`config.mk`:
```
export PLATFORM = sky130hd
export DESIGN_NAME = pwsbm_top
export DESIGN_NICKNAME = d
export VERILOG_FILES = /design/src/logic/pwsbm_size_calc.v /design/src/logic/pwsbm_axis_seq.v /design/src/logic/pwsbm_top.v
export VERILOG_INCLUDE_DIRS = /design/src /design/src/logic
export SDC_FILE = /design/constraint.sdc
export NUM_CORES = 1
export LEC_CHECK = 0
export ABC_AREA = 1
export BUFFER_PORTS_ARGS = -buffer_cell sky130_fd_sc_hd__clkbuf_2
export CAP_MARGIN = 0
export CORE_ASPECT_RATIO = 0.5
export CORE_MARGIN = 2
export CORE_UTILIZATION = 64
export DETAILED_ROUTE_END_ITERATION = 8
export GPL_TIMING_DRIVEN = 1
export PLACE_DENSITY = 0.83
export SLEW_MARGIN = 20
export SYNTH_ARGS = -nofsm -noshare
export SYNTH_HDL_FRONTEND = slang
export SYNTH_HIERARCHICAL = 1
export SYNTH_SLANG_ARGS = --single-unit
```
`constraint.sdc`:
```
create_clock -name sys_clk -period 18.7 [get_ports sys_clk]
set_clock_uncertainty 0.15 [all_clocks]
set_input_delay 1.87 -clock sys_clk [delete_from_list [all_inputs] [get_ports sys_clk]]
set_output_delay 1.87 -clock sys_clk [all_outputs]
set_load 0.02 [all_outputs]
```
`src/logic/pwsbm_regs.vh`:
```
// Behaviour
// - window corner and size from settings
// - plain output is size plus one, rounded up to even
// - fetch pairs, skip N drops N pairs
// - column skip 2x yields 16,17,20,21
// - skipped size is twice ceiling of pairs
// - independent row/column skip and bin
// - bin value counts combined neighbours
// - column sum mode instead of average
// - illegal column skip replaced by legal
// - skip omits samples, bin uses all
// - row-major ascending, mirror reverses order
// - mirror touches only the active window
// - reversed readout reverses colour order
// - mirrored row bins still combine ascending
`ifndef PWSBM_REGS_VH
`define PWSBM_REGS_VH

// ==========================================================
// register byte offsets
`define PWSBM_OFF_ROW_START 8'h00
`define PWSBM_OFF_COL_START 8'h04
`define PWSBM_OFF_ROW_SIZE  8'h08
`define PWSBM_OFF_COL_SIZE  8'h0C
`define PWSBM_OFF_ROW_MODE  8'h10
`define PWSBM_OFF_COL_MODE  8'h14
`define PWSBM_OFF_CTRL      8'h18
`define PWSBM_OFF_OUT_SIZE  8'h1C
`define PWSBM_OFF_STATUS    8'h20

// ==========================================================
// field positions
`define PWSBM_SKIP_LSB      0
`define PWSBM_SKIP_MSB      2
`define PWSBM_BIN_LSB       4
`define PWSBM_BIN_MSB       5
`define PWSBM_CTRL_RUN      0
`define PWSBM_CTRL_MIR_ROW  1
`define PWSBM_CTRL_MIR_COL  2
`define PWSBM_CTRL_COL_SUM  3
`define PWSBM_OUTW_LSB      0
`define PWSBM_OUTH_LSB      16
`define PWSBM_STAT_BUSY     0
`define PWSBM_STAT_FCNT_LSB 16

// ==========================================================
// reset values
`define PWSBM_RST_ROW_START 12'h036
`define PWSBM_RST_COL_START 12'h010
`define PWSBM_RST_ROW_SIZE  12'h797
`define PWSBM_RST_COL_SIZE  12'hA1F
`define PWSBM_RST_MODE      6'h00
`define PWSBM_RST_CTRL      4'h0

// ==========================================================
// legal skip limits
`define PWSBM_SKIP_MAX_B0   3'h6
`define PWSBM_SKIP_MAX_B1   3'h5
`define PWSBM_SKIP_B3       3'h3

// ==========================================================
// bus answers
`define PWSBM_RESP_OKAY     2'h0
`define PWSBM_RESP_SLVERR   2'h2

`endif

```
`src/logic/pwsbm_size_calc.v`:
```
`timescale 1ns/10ps
`default_nettype none
// ==========================================================
// pairs and output length of one axis
module pwsbm_size_calc #(
   parameter AW = 12
) (
   input  wire [AW-1:0] size,
   input  wire [2:0]    skip,
   output wire [AW-1:0] nPairs,
   output wire [AW-1:0] outLen
);
   wire [AW:0] span;
   wire [AW:0] stride;
   wire [AW:0] quot;

   assign span   = {1'b0, size} + {{AW{1'b0}}, 1'b1};
   assign stride = {{(AW-3){1'b0}}, skip, 1'b0} + {{(AW-1){1'b0}}, 2'h2};
   assign quot   = (span + stride - {{AW{1'b0}}, 1'b1}) / stride;
   assign nPairs = quot[AW-1:0];
   // no skip gives size plus one, rounded up to even
   assign outLen = {quot[AW-2:0], 1'b0};
endmodule
`default_nettype wire

```
`src/logic/pwsbm_axis_seq.v`:
```
`timescale 1ns/10ps
`default_nettype none
// ==========================================================
// address walker for one axis
module pwsbm_axis_seq #(
   parameter AW = 12
) (
   input  wire          sys_clk,
   input  wire          reset,
   input  wire          restart,
   input  wire          step,
   input  wire [AW-1:0] start,
   input  wire [AW-1:0] nPairs,
   input  wire [2:0]    skip,
   input  wire [1:0]    bin,
   input  wire          mirror,
   output wire [AW-1:0] addr,
   output wire          grpEnd,
   output wire          last
);
   reg  [AW-1:0] pair_q;
   reg           half_q;
   reg  [1:0]    sub_q;
   wire [AW-1:0] pairEff;
   wire          halfEff;
   wire [AW-1:0] stride;
   wire [2*AW-1:0] base;

   assign stride  = {{(AW-4){1'b0}}, skip, 1'b0} + {{(AW-2){1'b0}}, 2'h2};
   assign pairEff = mirror ? (nPairs - pair_q - {{(AW-1){1'b0}}, 1'b1}) : pair_q;
   assign halfEff = mirror ? ~half_q : half_q;
   // each kept pair then N skipped pairs
   assign base    = pairEff * stride;
   assign addr    = start + base[AW-1:0] + {{(AW-1){1'b0}}, halfEff}
                    + {{(AW-3){1'b0}}, sub_q, 1'b0};
   // group holds bin plus one members
   assign grpEnd  = (sub_q == bin);
   assign last    = grpEnd && half_q && (pair_q == nPairs - {{(AW-1){1'b0}}, 1'b1});

   always @(posedge sys_clk or posedge reset) begin
      if (reset) begin
         pair_q <= {AW{1'b0}};
         half_q <= 1'b0;
         sub_q  <= 2'h0;
      end else if (restart) begin
         pair_q <= {AW{1'b0}};
         half_q <= 1'b0;
         sub_q  <= 2'h0;
      end else if (step) begin
         // every member of a bin is visited
         if (!grpEnd) begin
            sub_q <= sub_q + 2'h1;
         end else begin
            sub_q  <= 2'h0;
            half_q <= ~half_q;
            if (half_q) begin
               pair_q <= last ? {AW{1'b0}} : pair_q + {{(AW-1){1'b0}}, 1'b1};
            end
         end
      end
   end
endmodule
`default_nettype wire

```
`src/logic/pwsbm_top.v`:
```
`timescale 1ns/10ps
`default_nettype none
`include "pwsbm_regs.vh"
// ==========================================================
// readout window, skip, bin and mirror sequencer
module pwsbm_top (
   input  wire        sys_clk,
   input  wire        reset,
   input  wire [7:0]  s_axi_awaddr,
   input  wire        s_axi_awvalid,
   output reg         s_axi_awready,
   input  wire [31:0] s_axi_wdata,
   input  wire [3:0]  s_axi_wstrb,
   input  wire        s_axi_wvalid,
   output reg         s_axi_wready,
   output reg  [1:0]  s_axi_bresp,
   output reg         s_axi_bvalid,
   input  wire        s_axi_bready,
   input  wire [7:0]  s_axi_araddr,
   input  wire        s_axi_arvalid,
   output reg         s_axi_arready,
   output reg  [31:0] s_axi_rdata,
   output reg  [1:0]  s_axi_rresp,
   output reg         s_axi_rvalid,
   input  wire        s_axi_rready,
   output reg  [11:0] rowAddr_q,
   output reg  [11:0] colAddr_q,
   output reg         sampleActive_q,
   output reg         pixelDone_q,
   output reg         colSum_q,
   output reg         frameStart_q
);
   // ==========================================================
   // legal column skip for a bin setting
   function [2:0] fixSkip;
      input [2:0] skip;
      input [1:0] bin;
      begin
         case (bin)
            2'h0: fixSkip = (skip > `PWSBM_SKIP_MAX_B0) ? `PWSBM_SKIP_MAX_B0 : skip;
            2'h1, 2'h2: begin
               if (skip > `PWSBM_SKIP_MAX_B1) fixSkip = `PWSBM_SKIP_MAX_B1;
               else fixSkip = skip | 3'h1;
            end
            default: fixSkip = `PWSBM_SKIP_B3;
         endcase
      end
   endfunction

   // bin 2 is not a supported factor, it runs as bin 2x
   function [1:0] fixBin;
      input [1:0] bin;
      begin
         fixBin = (bin == 2'h2) ? 2'h1 : bin;
      end
   endfunction

   // ==========================================================
   // software registers
   reg  [11:0] rowStart_q;
   reg  [11:0] colStart_q;
   reg  [11:0] rowSize_q;
   reg  [11:0] colSize_q;
   reg  [5:0]  rowMode_q;
   reg  [5:0]  colMode_q;
   reg  [3:0]  ctrl_q;
   reg  [15:0] frameCnt_q;

   // frame shadows so writes land on frame boundaries
   reg  [11:0] shRowStart_q;
   reg  [11:0] shColStart_q;
   reg  [11:0] shRowPairs_q;
   reg  [11:0] shColPairs_q;
   reg  [2:0]  shRowSkip_q;
   reg  [2:0]  shColSkip_q;
   reg  [1:0]  shRowBin_q;
   reg  [1:0]  shColBin_q;
   reg         shMirRow_q;
   reg         shMirCol_q;

   reg  [7:0]  awAddr_q;
   reg         awHeld_q;
   reg  [31:0] wData_q;
   reg  [3:0]  wStrb_q;
   reg         wHeld_q;

   wire [2:0]  rowSkipEff;
   wire [2:0]  colSkipEff;
   wire [1:0]  rowBinEff;
   wire [1:0]  colBinEff;
   wire [11:0] rowPairs;
   wire [11:0] colPairs;
   wire [11:0] outW;
   wire [11:0] outH;

   assign rowBinEff  = fixBin(rowMode_q[`PWSBM_BIN_MSB:`PWSBM_BIN_LSB]);
   assign colBinEff  = fixBin(colMode_q[`PWSBM_BIN_MSB:`PWSBM_BIN_LSB]);
   assign rowSkipEff = fixSkip(rowMode_q[`PWSBM_SKIP_MSB:`PWSBM_SKIP_LSB], rowBinEff);
   assign colSkipEff = fixSkip(colMode_q[`PWSBM_SKIP_MSB:`PWSBM_SKIP_LSB], colBinEff);

   pwsbm_size_calc #(.AW(12)) uRowSize (
      .size   (rowSize_q),
      .skip   (rowSkipEff),
      .nPairs (rowPairs),
      .outLen (outH)
   );

   pwsbm_size_calc #(.AW(12)) uColSize (
      .size   (colSize_q),
      .skip   (colSkipEff),
      .nPairs (colPairs),
      .outLen (outW)
   );

   // ==========================================================
   // axi4-lite write path
   wire        wrFire;
   reg  [31:0] wrMerged;
   reg  [31:0] wrOld;
   reg         wrHit;
   integer     bi;

   assign wrFire = awHeld_q && wHeld_q && !s_axi_bvalid;

   always @* begin
      wrHit = 1'b1;
      case (awAddr_q)
         `PWSBM_OFF_ROW_START: wrOld = {20'h00000, rowStart_q};
         `PWSBM_OFF_COL_START: wrOld = {20'h00000, colStart_q};
         `PWSBM_OFF_ROW_SIZE:  wrOld = {20'h00000, rowSize_q};
         `PWSBM_OFF_COL_SIZE:  wrOld = {20'h00000, colSize_q};
         `PWSBM_OFF_ROW_MODE:  wrOld = {26'h0000000, rowMode_q};
         `PWSBM_OFF_COL_MODE:  wrOld = {26'h0000000, colMode_q};
         `PWSBM_OFF_CTRL:      wrOld = {28'h0000000, ctrl_q};
         default: begin
            wrOld = 32'h00000000;
            wrHit = 1'b0;
         end
      endcase
      for (bi = 0; bi < 4; bi = bi + 1) begin
         wrMerged[bi*8 +: 8] = wStrb_q[bi] ? wData_q[bi*8 +: 8] : wrOld[bi*8 +: 8];
      end
   end

   always @(posedge sys_clk or posedge reset) begin
      if (reset) begin
         s_axi_awready <= 1'b0;
         s_axi_wready  <= 1'b0;
         s_axi_bvalid  <= 1'b0;
         s_axi_bresp   <= `PWSBM_RESP_OKAY;
         awAddr_q      <= 8'h00;
         awHeld_q      <= 1'b0;
         wData_q       <= 32'h00000000;
         wStrb_q       <= 4'h0;
         wHeld_q       <= 1'b0;
         rowStart_q    <= `PWSBM_RST_ROW_START;
         colStart_q    <= `PWSBM_RST_COL_START;
         rowSize_q     <= `PWSBM_RST_ROW_SIZE;
         colSize_q     <= `PWSBM_RST_COL_SIZE;
         rowMode_q     <= `PWSBM_RST_MODE;
         colMode_q     <= `PWSBM_RST_MODE;
         ctrl_q        <= `PWSBM_RST_CTRL;
      end else begin
         s_axi_awready <= !awHeld_q && !(s_axi_awvalid && s_axi_awready);
         s_axi_wready  <= !wHeld_q && !(s_axi_wvalid && s_axi_wready);
         if (s_axi_awvalid && s_axi_awready) begin
            awAddr_q <= s_axi_awaddr;
            awHeld_q <= 1'b1;
         end
         if (s_axi_wvalid && s_axi_wready) begin
            wData_q <= s_axi_wdata;
            wStrb_q <= s_axi_wstrb;
            wHeld_q <= 1'b1;
         end
         if (s_axi_bvalid && s_axi_bready) begin
            s_axi_bvalid <= 1'b0;
         end
         if (wrFire) begin
            awHeld_q     <= 1'b0;
            wHeld_q      <= 1'b0;
            s_axi_bvalid <= 1'b1;
            s_axi_bresp  <= wrHit ? `PWSBM_RESP_OKAY : `PWSBM_RESP_SLVERR;
            case (awAddr_q)
               `PWSBM_OFF_ROW_START: rowStart_q <= wrMerged[11:0];
               `PWSBM_OFF_COL_START: colStart_q <= wrMerged[11:0];
               `PWSBM_OFF_ROW_SIZE:  rowSize_q  <= wrMerged[11:0];
               `PWSBM_OFF_COL_SIZE:  colSize_q  <= wrMerged[11:0];
               `PWSBM_OFF_ROW_MODE:  rowMode_q  <= wrMerged[5:0];
               `PWSBM_OFF_COL_MODE:  colMode_q  <= wrMerged[5:0];
               `PWSBM_OFF_CTRL:      ctrl_q     <= wrMerged[3:0];
               default: ;
            endcase
         end
      end
   end

   // ==========================================================
   // axi4-lite read path
   reg  [31:0] rdVal;
   reg         rdHit;

   always @* begin
      rdHit = 1'b1;
      case (s_axi_araddr)
         `PWSBM_OFF_ROW_START: rdVal = {20'h00000, rowStart_q};
         `PWSBM_OFF_COL_START: rdVal = {20'h00000, colStart_q};
         `PWSBM_OFF_ROW_SIZE:  rdVal = {20'h00000, rowSize_q};
         `PWSBM_OFF_COL_SIZE:  rdVal = {20'h00000, colSize_q};
         `PWSBM_OFF_ROW_MODE:  rdVal = {26'h0000000, rowMode_q};
         `PWSBM_OFF_COL_MODE:  rdVal = {26'h0000000, colMode_q};
         `PWSBM_OFF_CTRL:      rdVal = {28'h0000000, ctrl_q};
         `PWSBM_OFF_OUT_SIZE:  rdVal = {4'h0, outH, 4'h0, outW};
         `PWSBM_OFF_STATUS:    rdVal = {frameCnt_q, 15'h0000, sampleActive_q};
         default: begin
            rdVal = 32'h00000000;
            rdHit = 1'b0;
         end
      endcase
   end

   always @(posedge sys_clk or posedge reset) begin
      if (reset) begin
         s_axi_arready <= 1'b0;
         s_axi_rvalid  <= 1'b0;
         s_axi_rdata   <= 32'h00000000;
         s_axi_rresp   <= `PWSBM_RESP_OKAY;
      end else begin
         s_axi_arready <= !s_axi_rvalid && !(s_axi_arvalid && s_axi_arready);
         if (s_axi_arvalid && s_axi_arready) begin
            s_axi_rvalid <= 1'b1;
            s_axi_rdata  <= rdVal;
            s_axi_rresp  <= rdHit ? `PWSBM_RESP_OKAY : `PWSBM_RESP_SLVERR;
         end else if (s_axi_rvalid && s_axi_rready) begin
            s_axi_rvalid <= 1'b0;
         end
      end
   end

   // ==========================================================
   // frame scan
   localparam ST_IDLE = 2'b01;
   localparam ST_SCAN = 2'b10;

   reg  [1:0]  state_q;
   wire        frameLoad;
   wire        scanning;
   wire [11:0] rowNext;
   wire [11:0] colNext;
   wire        rowGrpEnd;
   wire        colGrpEnd;
   wire        rowLast;
   wire        colLast;

   assign frameLoad = (state_q == ST_IDLE) && ctrl_q[`PWSBM_CTRL_RUN];
   assign scanning  = (state_q == ST_SCAN);

   pwsbm_axis_seq #(.AW(12)) uRowSeq (
      .sys_clk (sys_clk),
      .reset   (reset),
      .restart (frameLoad),
      .step    (scanning && colLast),
      .start   (shRowStart_q),
      .nPairs  (shRowPairs_q),
      .skip    (shRowSkip_q),
      .bin     (shRowBin_q),
      .mirror  (shMirRow_q),
      .addr    (rowNext),
      .grpEnd  (rowGrpEnd),
      .last    (rowLast)
   );

   // column skip stride of 2*(skip+1) from start, four at skip 2x
   pwsbm_axis_seq #(.AW(12)) uColSeq (
      .sys_clk (sys_clk),
      .reset   (reset),
      .restart (frameLoad),
      .step    (scanning),
      .start   (shColStart_q),
      .nPairs  (shColPairs_q),
      .skip    (shColSkip_q),
      .bin     (shColBin_q),
      .mirror  (shMirCol_q),
      .addr    (colNext),
      .grpEnd  (colGrpEnd),
      .last    (colLast)
   );

   always @(posedge sys_clk or posedge reset) begin
      if (reset) begin
         state_q        <= ST_IDLE;
         shRowStart_q   <= 12'h000;
         shColStart_q   <= 12'h000;
         shRowPairs_q   <= 12'h001;
         shColPairs_q   <= 12'h001;
         shRowSkip_q    <= 3'h0;
         shColSkip_q    <= 3'h0;
         shRowBin_q     <= 2'h0;
         shColBin_q     <= 2'h0;
         shMirRow_q     <= 1'b0;
         shMirCol_q     <= 1'b0;
         rowAddr_q      <= 12'h000;
         colAddr_q      <= 12'h000;
         sampleActive_q <= 1'b0;
         pixelDone_q    <= 1'b0;
         colSum_q       <= 1'b0;
         frameStart_q   <= 1'b0;
         frameCnt_q     <= 16'h0000;
      end else begin
         frameStart_q <= frameLoad;
         // sum or average flag for the column combiner
         colSum_q     <= ctrl_q[`PWSBM_CTRL_COL_SUM];
         case (state_q)
            ST_IDLE: begin
               sampleActive_q <= 1'b0;
               pixelDone_q    <= 1'b0;
               if (frameLoad) begin
                  state_q      <= ST_SCAN;
                  shRowStart_q <= rowStart_q;
                  shColStart_q <= colStart_q;
                  shRowPairs_q <= rowPairs;
                  shColPairs_q <= colPairs;
                  shRowSkip_q  <= rowSkipEff;
                  shColSkip_q  <= colSkipEff;
                  shRowBin_q   <= rowBinEff;
                  shColBin_q   <= colBinEff;
                  // mirror only steers the active walkers
                  shMirRow_q   <= ctrl_q[`PWSBM_CTRL_MIR_ROW];
                  shMirCol_q   <= ctrl_q[`PWSBM_CTRL_MIR_COL];
               end
            end
            ST_SCAN: begin
               // address pair and active flag each clock
               rowAddr_q      <= rowNext;
               colAddr_q      <= colNext;
               sampleActive_q <= 1'b1;
               pixelDone_q    <= rowGrpEnd && colGrpEnd;
               if (colLast && rowLast) begin
                  state_q    <= ST_IDLE;
                  frameCnt_q <= frameCnt_q + 16'h0001;
               end
            end
            default: state_q <= ST_IDLE;
         endcase
      end
   end
endmodule
`default_nettype wire

```
Word level (Yosys, flattened, before mapping)
Cells that the tools add are included.
{ "word_totals": {"word_cells": 222, "reg_bits": 265} }
{ "op_classes": {"mul": 2, "n_reduce_logical": 58, "n_addsub": 27, "n_eq_ne": 28, "bitwise_logic": 2, "div": 2, "muxes": 55, "magnitude_cmp": 4} }
{ "ops": {"columns": ["op", "count"], "rows": [
  ["32-bit one-hot mux with 9 select lines", 1],
  ["12-bit two-way mux", 12],
  ["12-bit one-hot mux with 6 select lines", 1],
  ["8-bit by 5-bit == test with 1-bit output (second input constant)", 7],
  ["12-bit by 1-bit subtractor with 12-bit output (second input constant)", 4],
  ["8-bit by 4-bit == test with 1-bit output (second input constant)", 4],
  ["12-bit by 1-bit adder with 13-bit output (second input constant)", 2],
  ["13-bit adder", 2],
  ["13-bit by 13-bit divider with 13-bit output", 2],
  ["13-bit by 1-bit subtractor with 13-bit output (second input constant)", 2],
  ["12-bit by 1-bit adder with 12-bit output", 2],
  ["12-bit by 1-bit adder with 12-bit output (second input constant)", 2],
  ["12-bit adder", 2],
  ["12-bit by 3-bit adder with 12-bit output", 2],
  ["12-bit == test", 2],
  ["12-bit by 12-bit multiplier with 12-bit output", 2],
  ["2-bit two-way mux", 12],
  ["2-bit AND reduction", 12],
  ["12-bit subtractor", 2],
  ["2-bit nonzero test", 11],
  ["4-bit by 2-bit adder with 5-bit output (second input constant)", 4],
  ["1-bit logical AND", 18],
  ["1-bit two-way mux", 18],
  ["16-bit by 1-bit adder with 16-bit output (second input constant)", 1],
  ["23 further kinds", 51]
]} }

Depth between registers and ports, before layout
{ "logic_depth": {"ltp_word": 10, "ltp_mapped": 132} }

Cells and area by module
Netlist, hierarchy kept.
{ "modules_own_cells": {"columns": ["module", "cells_per_inst", "n_inst", "area_per_inst_um2"], "rows": [
  ["pwsbm_top", 1289, 1, 10775.3],
  ["pwsbm_axis_seq at uColSeq", 544, 1, 3609.7],
  ["pwsbm_axis_seq at uRowSeq", 513, 1, 3527.1],
  ["pwsbm_size_calc at uColSize", 574, 1, 3453.3],
  ["pwsbm_size_calc at uRowSize", 523, 1, 3130.5]
]} }

Least setup slack after synthesis
OpenSTA, ideal clock, no wires.
{ "synth_path": {"path_type": "flip-flop to flip-flop", "startpoint": "register colMode_q[4]", "endpoint": "register s_axi_rdata[1]", "path_stages_with_launch": 132, "period_less_slack_ps": 17214, "setup_slack_ps": 1486, "t_required_ps": 18433, "setup_time_ps": 117, "t_arrival_ps": 16947, "cell_sequence": "dfrtp_1 > inv_1 > ha_1 > nor2_1 > nand2_1 > ha_1 > xor2_1 > ha_1 > nand2_1 > nand3_1 > nand3_1 > nand2_1 > ha_1 > inv_1 > nor2_1 > nand3_1 > nand3_1 > nand2_1 > (+96 left out) > buf_6 > nand2_1 > o21ai_0 > ha_1 > a21oi_1 > o21ai_0 > a21o_1 > a21oi_1 > nand3_1 > nor2_1 > nand3_1 > buf_4 > nand2_1 > o21ai_1 > nor2_1 > nand2_1 > nand2_1 > nand2_1"} }
{ "synth_between": {"elab_chain_cells": 10, "elab_cells_between_ends": 12, "classes_between": "add/sub: 3; div: 1; eq/ne: 3; mux: 3; reduce/logical: 2"} }
{ "synth_lines": {"columns": ["element", "line_no", "rtl"], "rows": [
  ["start, declared", "pwsbm_top.v:65", "reg [5:0] colMode_q;"],
  ["start signal, assigned", "pwsbm_top.v:161", "colMode_q <= `PWSBM_RST_MODE;"],
  ["start signal, assigned", "pwsbm_top.v:189", "`PWSBM_OFF_COL_MODE: colMode_q <= wrMerged[5:0];"],
  ["2-bit == test", "pwsbm_top.v:54", "fixBin = (bin == 2'h2) ? 2'h1 : bin;"],
  ["2-bit two-way mux *", "pwsbm_top.v:54", null],
  ["2-bit by 1-bit == test with 1-bit output or 2-bit == test (tied branches)", "pwsbm_top.v:39", "case (bin)"],
  ["2-bit OR reduction", "pwsbm_top.v:39", null],
  ["3-bit one-hot mux with 2 select lines *", "pwsbm_top.v:39", null],
  ["net colSkipEff[0]", "pwsbm_top.v:88", "wire [2:0] colSkipEff;"],
  ["4-bit by 2-bit adder with 5-bit output *", "pwsbm_size_calc.v:18", "assign stride = {{(AW-3){1'b0}}, skip, 1'b0} + {{(AW-1){1'b0}}, 2'h2};"],
  ["13-bit adder", "pwsbm_size_calc.v:19", "assign quot = (span + stride - {{AW{1'b0}}, 1'b1}) / stride;"],
  ["13-bit by 1-bit subtractor with 13-bit output", "pwsbm_size_calc.v:19", null],
  ["13-bit by 13-bit divider with 13-bit output *", "pwsbm_size_calc.v:19", null],
  ["net colPairs[0]", "pwsbm_top.v:92", "wire [11:0] colPairs;"],
  ["32-bit one-hot mux with 9 select lines *", "pwsbm_top.v:204", "case (s_axi_araddr)"],
  ["end signal, assigned", "pwsbm_top.v:231", "s_axi_rdata <= rdVal;"],
  ["end, declared", "pwsbm_top.v:22", "output reg [31:0] s_axi_rdata,"]
]} }
Mark *: on every way through the listed nets, which the timed path passes. The rest lies on a longest branch.
A chain may end at the register's enable or synchronous reset.

Worst setup path after layout
{ "layout_path": {"startpoint": "register colMode_q[5]", "endpoint": "register s_axi_rdata[1]"} }
Same word-level chain as after synthesis.

==> metrics.txt <==
most common cell in the synthesized netlist nand2_1; drt wl/cell 16.9 µm; synth unique cells 71; Mapped Area 0.0245 mm²; Slew headroom 38.1%; cell repeated most along the worst path nand2_1; Die Ht 142 µm; DP HPWL 53500 µm; nets@finish 3863; DR DRC count 0; Inserted Clock Buffers 26; RePlAce Congestion 0.982; Synth top cells by count nand2_1 (1038), inv_1 (434), nor2_1 (272); Final Critical Period 17.41 ns; Port Buffers 99; Fin Setup TNS 0 ns; Placed Area 0.0253 mm²; largest reg by FF count s_axi_rdata; clock root cell clkbuf_16; via count 23100; IO Count 128; Global Route Usage Sum 34.4%; final setup violating endpoints 0; max reg flops 28; Die X 281 µm; status completed; FMAX 0.0574 GHz; Max stage delay cell, worst path dfrtp_2; ANT cells 0; CTS Buffer Depth 3; # rows 50; vias in the first global route 21300; post-route clock period utilization 93.1%; min-delay src s_axi_rvalid; Yosys warning count 6; hold path depth 1; Gate Count Post-Synth 3443; Crit Reg-Reg Startpoint colMode_q[5]; CTS tree yes; Die ar. 0.0400 mm²; Starting Density 65.3%; fin util 71.1%; crit path max fanout 8; layout cells sized above 1 14.8%; kind of critical path flop to flop; crit start category flop; H-tree lvl count 1; Crit path largest cell delay 0.43 ns; register area share after synthesis 26.6%; EDFF count, synth 0; Slew Viols, Final 0; DRT iter0 DRCs 2472; Synth area leader dfrtp_1; Worst Path Required 19.00 ns; Hold Path Class flop to flop; first-pass GRT wire length 109000 µm; CTS sink count 259; Least-Margin Pin Slew 0.928 ns; DRT Pass-1 Iters 6; Mean Syn Cell Area 7.11 µm²; FFs w/ async S/R, synth 100%; prevailing post-synth register cell dfrtp_1; RR Endpoint s_axi_rdata[1]; DRT Wirelength 68900 µm; Core Region 0.0375 mm²; FF-to-FF setup slack 1.29 ns; Reg2Reg Depth 123; Hold EP s_axi_arready; Clock transition at path regs 0.07 ns; largest net degree at the start of global routing 81; antenna violations before repair 1; post-synth top area share 24.1%; Critical Path Sink Type flop; Synth-to-Final Area Change 8.93%; fin area 0.0267 mm²; largest cells by area after synthesis dfrtp_1 (24%), nand2_1 (16%), ha_1 (10%), inv_1 (6.7%), nand3_1 (5.0%); total of max-cap violations 0; hold buffers post-CTS 0; antenna-violating nets left 0; endpoints failing hold 0; Vias per Instance 5.69; Regs by FF count s_axi_rdata: 28 flops, frameCnt_q: 16 flops; grt total ovfl 0; Synth Register Bits 259; Worst-Skew Late Latency 0.57 ns; Worst EP arrival 17.71 ns
## worst max path at each step
stage,from,endpoint,slack (ns),cells past startpoint
after floorplan,colMode_q[4],s_axi_rdata[1],1.49,131
after detailed placement,rowMode_q[4],s_axi_rdata[17],-0.46,121
after global placement,rowMode_q[4],s_axi_rdata[17],0.22,120
after global routing,rowMode_q[4],s_axi_rdata[17],-0.1,128
final,colMode_q[5],s_axi_rdata[1],1.29,123
after CTS,rowMode_q[4],s_axi_rdata[17],0.03,122
## repair_timing
action	in CTS	in global routing
gates resized for setup	4	59
setup buffers	1	36
pin swaps	1	28
endpoints found under the setup margin	3	8
cloned	0	0
endpoints found under the hold margin	0	0
## cells in the final DEF (no fill, tap or decap), types with 29 or more instances in the layout
cell type	instances
nand2_1	1037
inv_1	424
nor2_1	263
nand3_1	244
dfrtp_1	234
ha_1	197
o21ai_0	138
xor2_1	108
clkbuf_2	99
a21oi_1	76
buf_4	61
nand4_1	53
fa_1	50
xnor2_1	45
nand3_2	39
nand2_2	38
o21ai_1	36
inv_2	33
or2_2	29
## logic make-up (layout without fill, tap and decap cells)
kind of cell,Yosys count,count (layout),synth area share [%]
flip-flops,259,259,26.6
AO/OA/AOI/OAI,359,359,8.58
AND/OR/NAND/NOR,1831,1831,34.2
multiplexers,24,24,1.10
other,3,8,0.0460
XOR/XNOR,156,156,5.67
adder cells (fa/ha/maj),253,253,14.5
buffers and inverters,558,681,9.34
## layer usage
| metal | vias up | GRT usage [%] | wire (µm) |
|---|---|---|---|
| li1 | 11200 | - | - |
| met1 | 10900 | 47.7 | 30100 |
| met2 | 886 | 53.0 | 29400 |
| met3 | 112 | 10.6 | 7960 |
| met4 | 2 | 7.37 | 1430 |
| met5 | - | 0 | 13 |
## layout make-up
type | count | area, µm²
tap | 494 | 618
inverter | 472 | 1790
multi-input combinational | 2631 | 15900
clock inverter | 13 | 148
fill | 3025 | 10900
sequential | 259 | 6510
clock buffer | 35 | 746
timing repair buffer | 161 | 981
## per-stage QoR
step	worst slack [ns]	cells	hold slack, ns
after CTS	0.0316	4028	0.297
after global routing	-0.0963	4065	0.332
after floorplan	1.49	3448	0.245
after global placement	0.222	3979	0.274
after detailed placement	-0.463	3979	0.287
final	1.29	4065	0.297
## worst max-delay path, delay by kind of cell (launching register included)
family | cells | cell delay (ns)
AND/OR/NAND/NOR | 55 | 5.84
flip-flops | 1 | 0.43
AO/OA/AOI/OAI | 32 | 4.65
adder cells (fa/ha/maj) | 15 | 4.36
buffers and inverters | 20 | 1.64
XOR/XNOR | 1 | 0.15
Power is left out: the tool's default activity adds up to more than one toggle a clock period on the data nets, which glitch-free logic cannot reach.
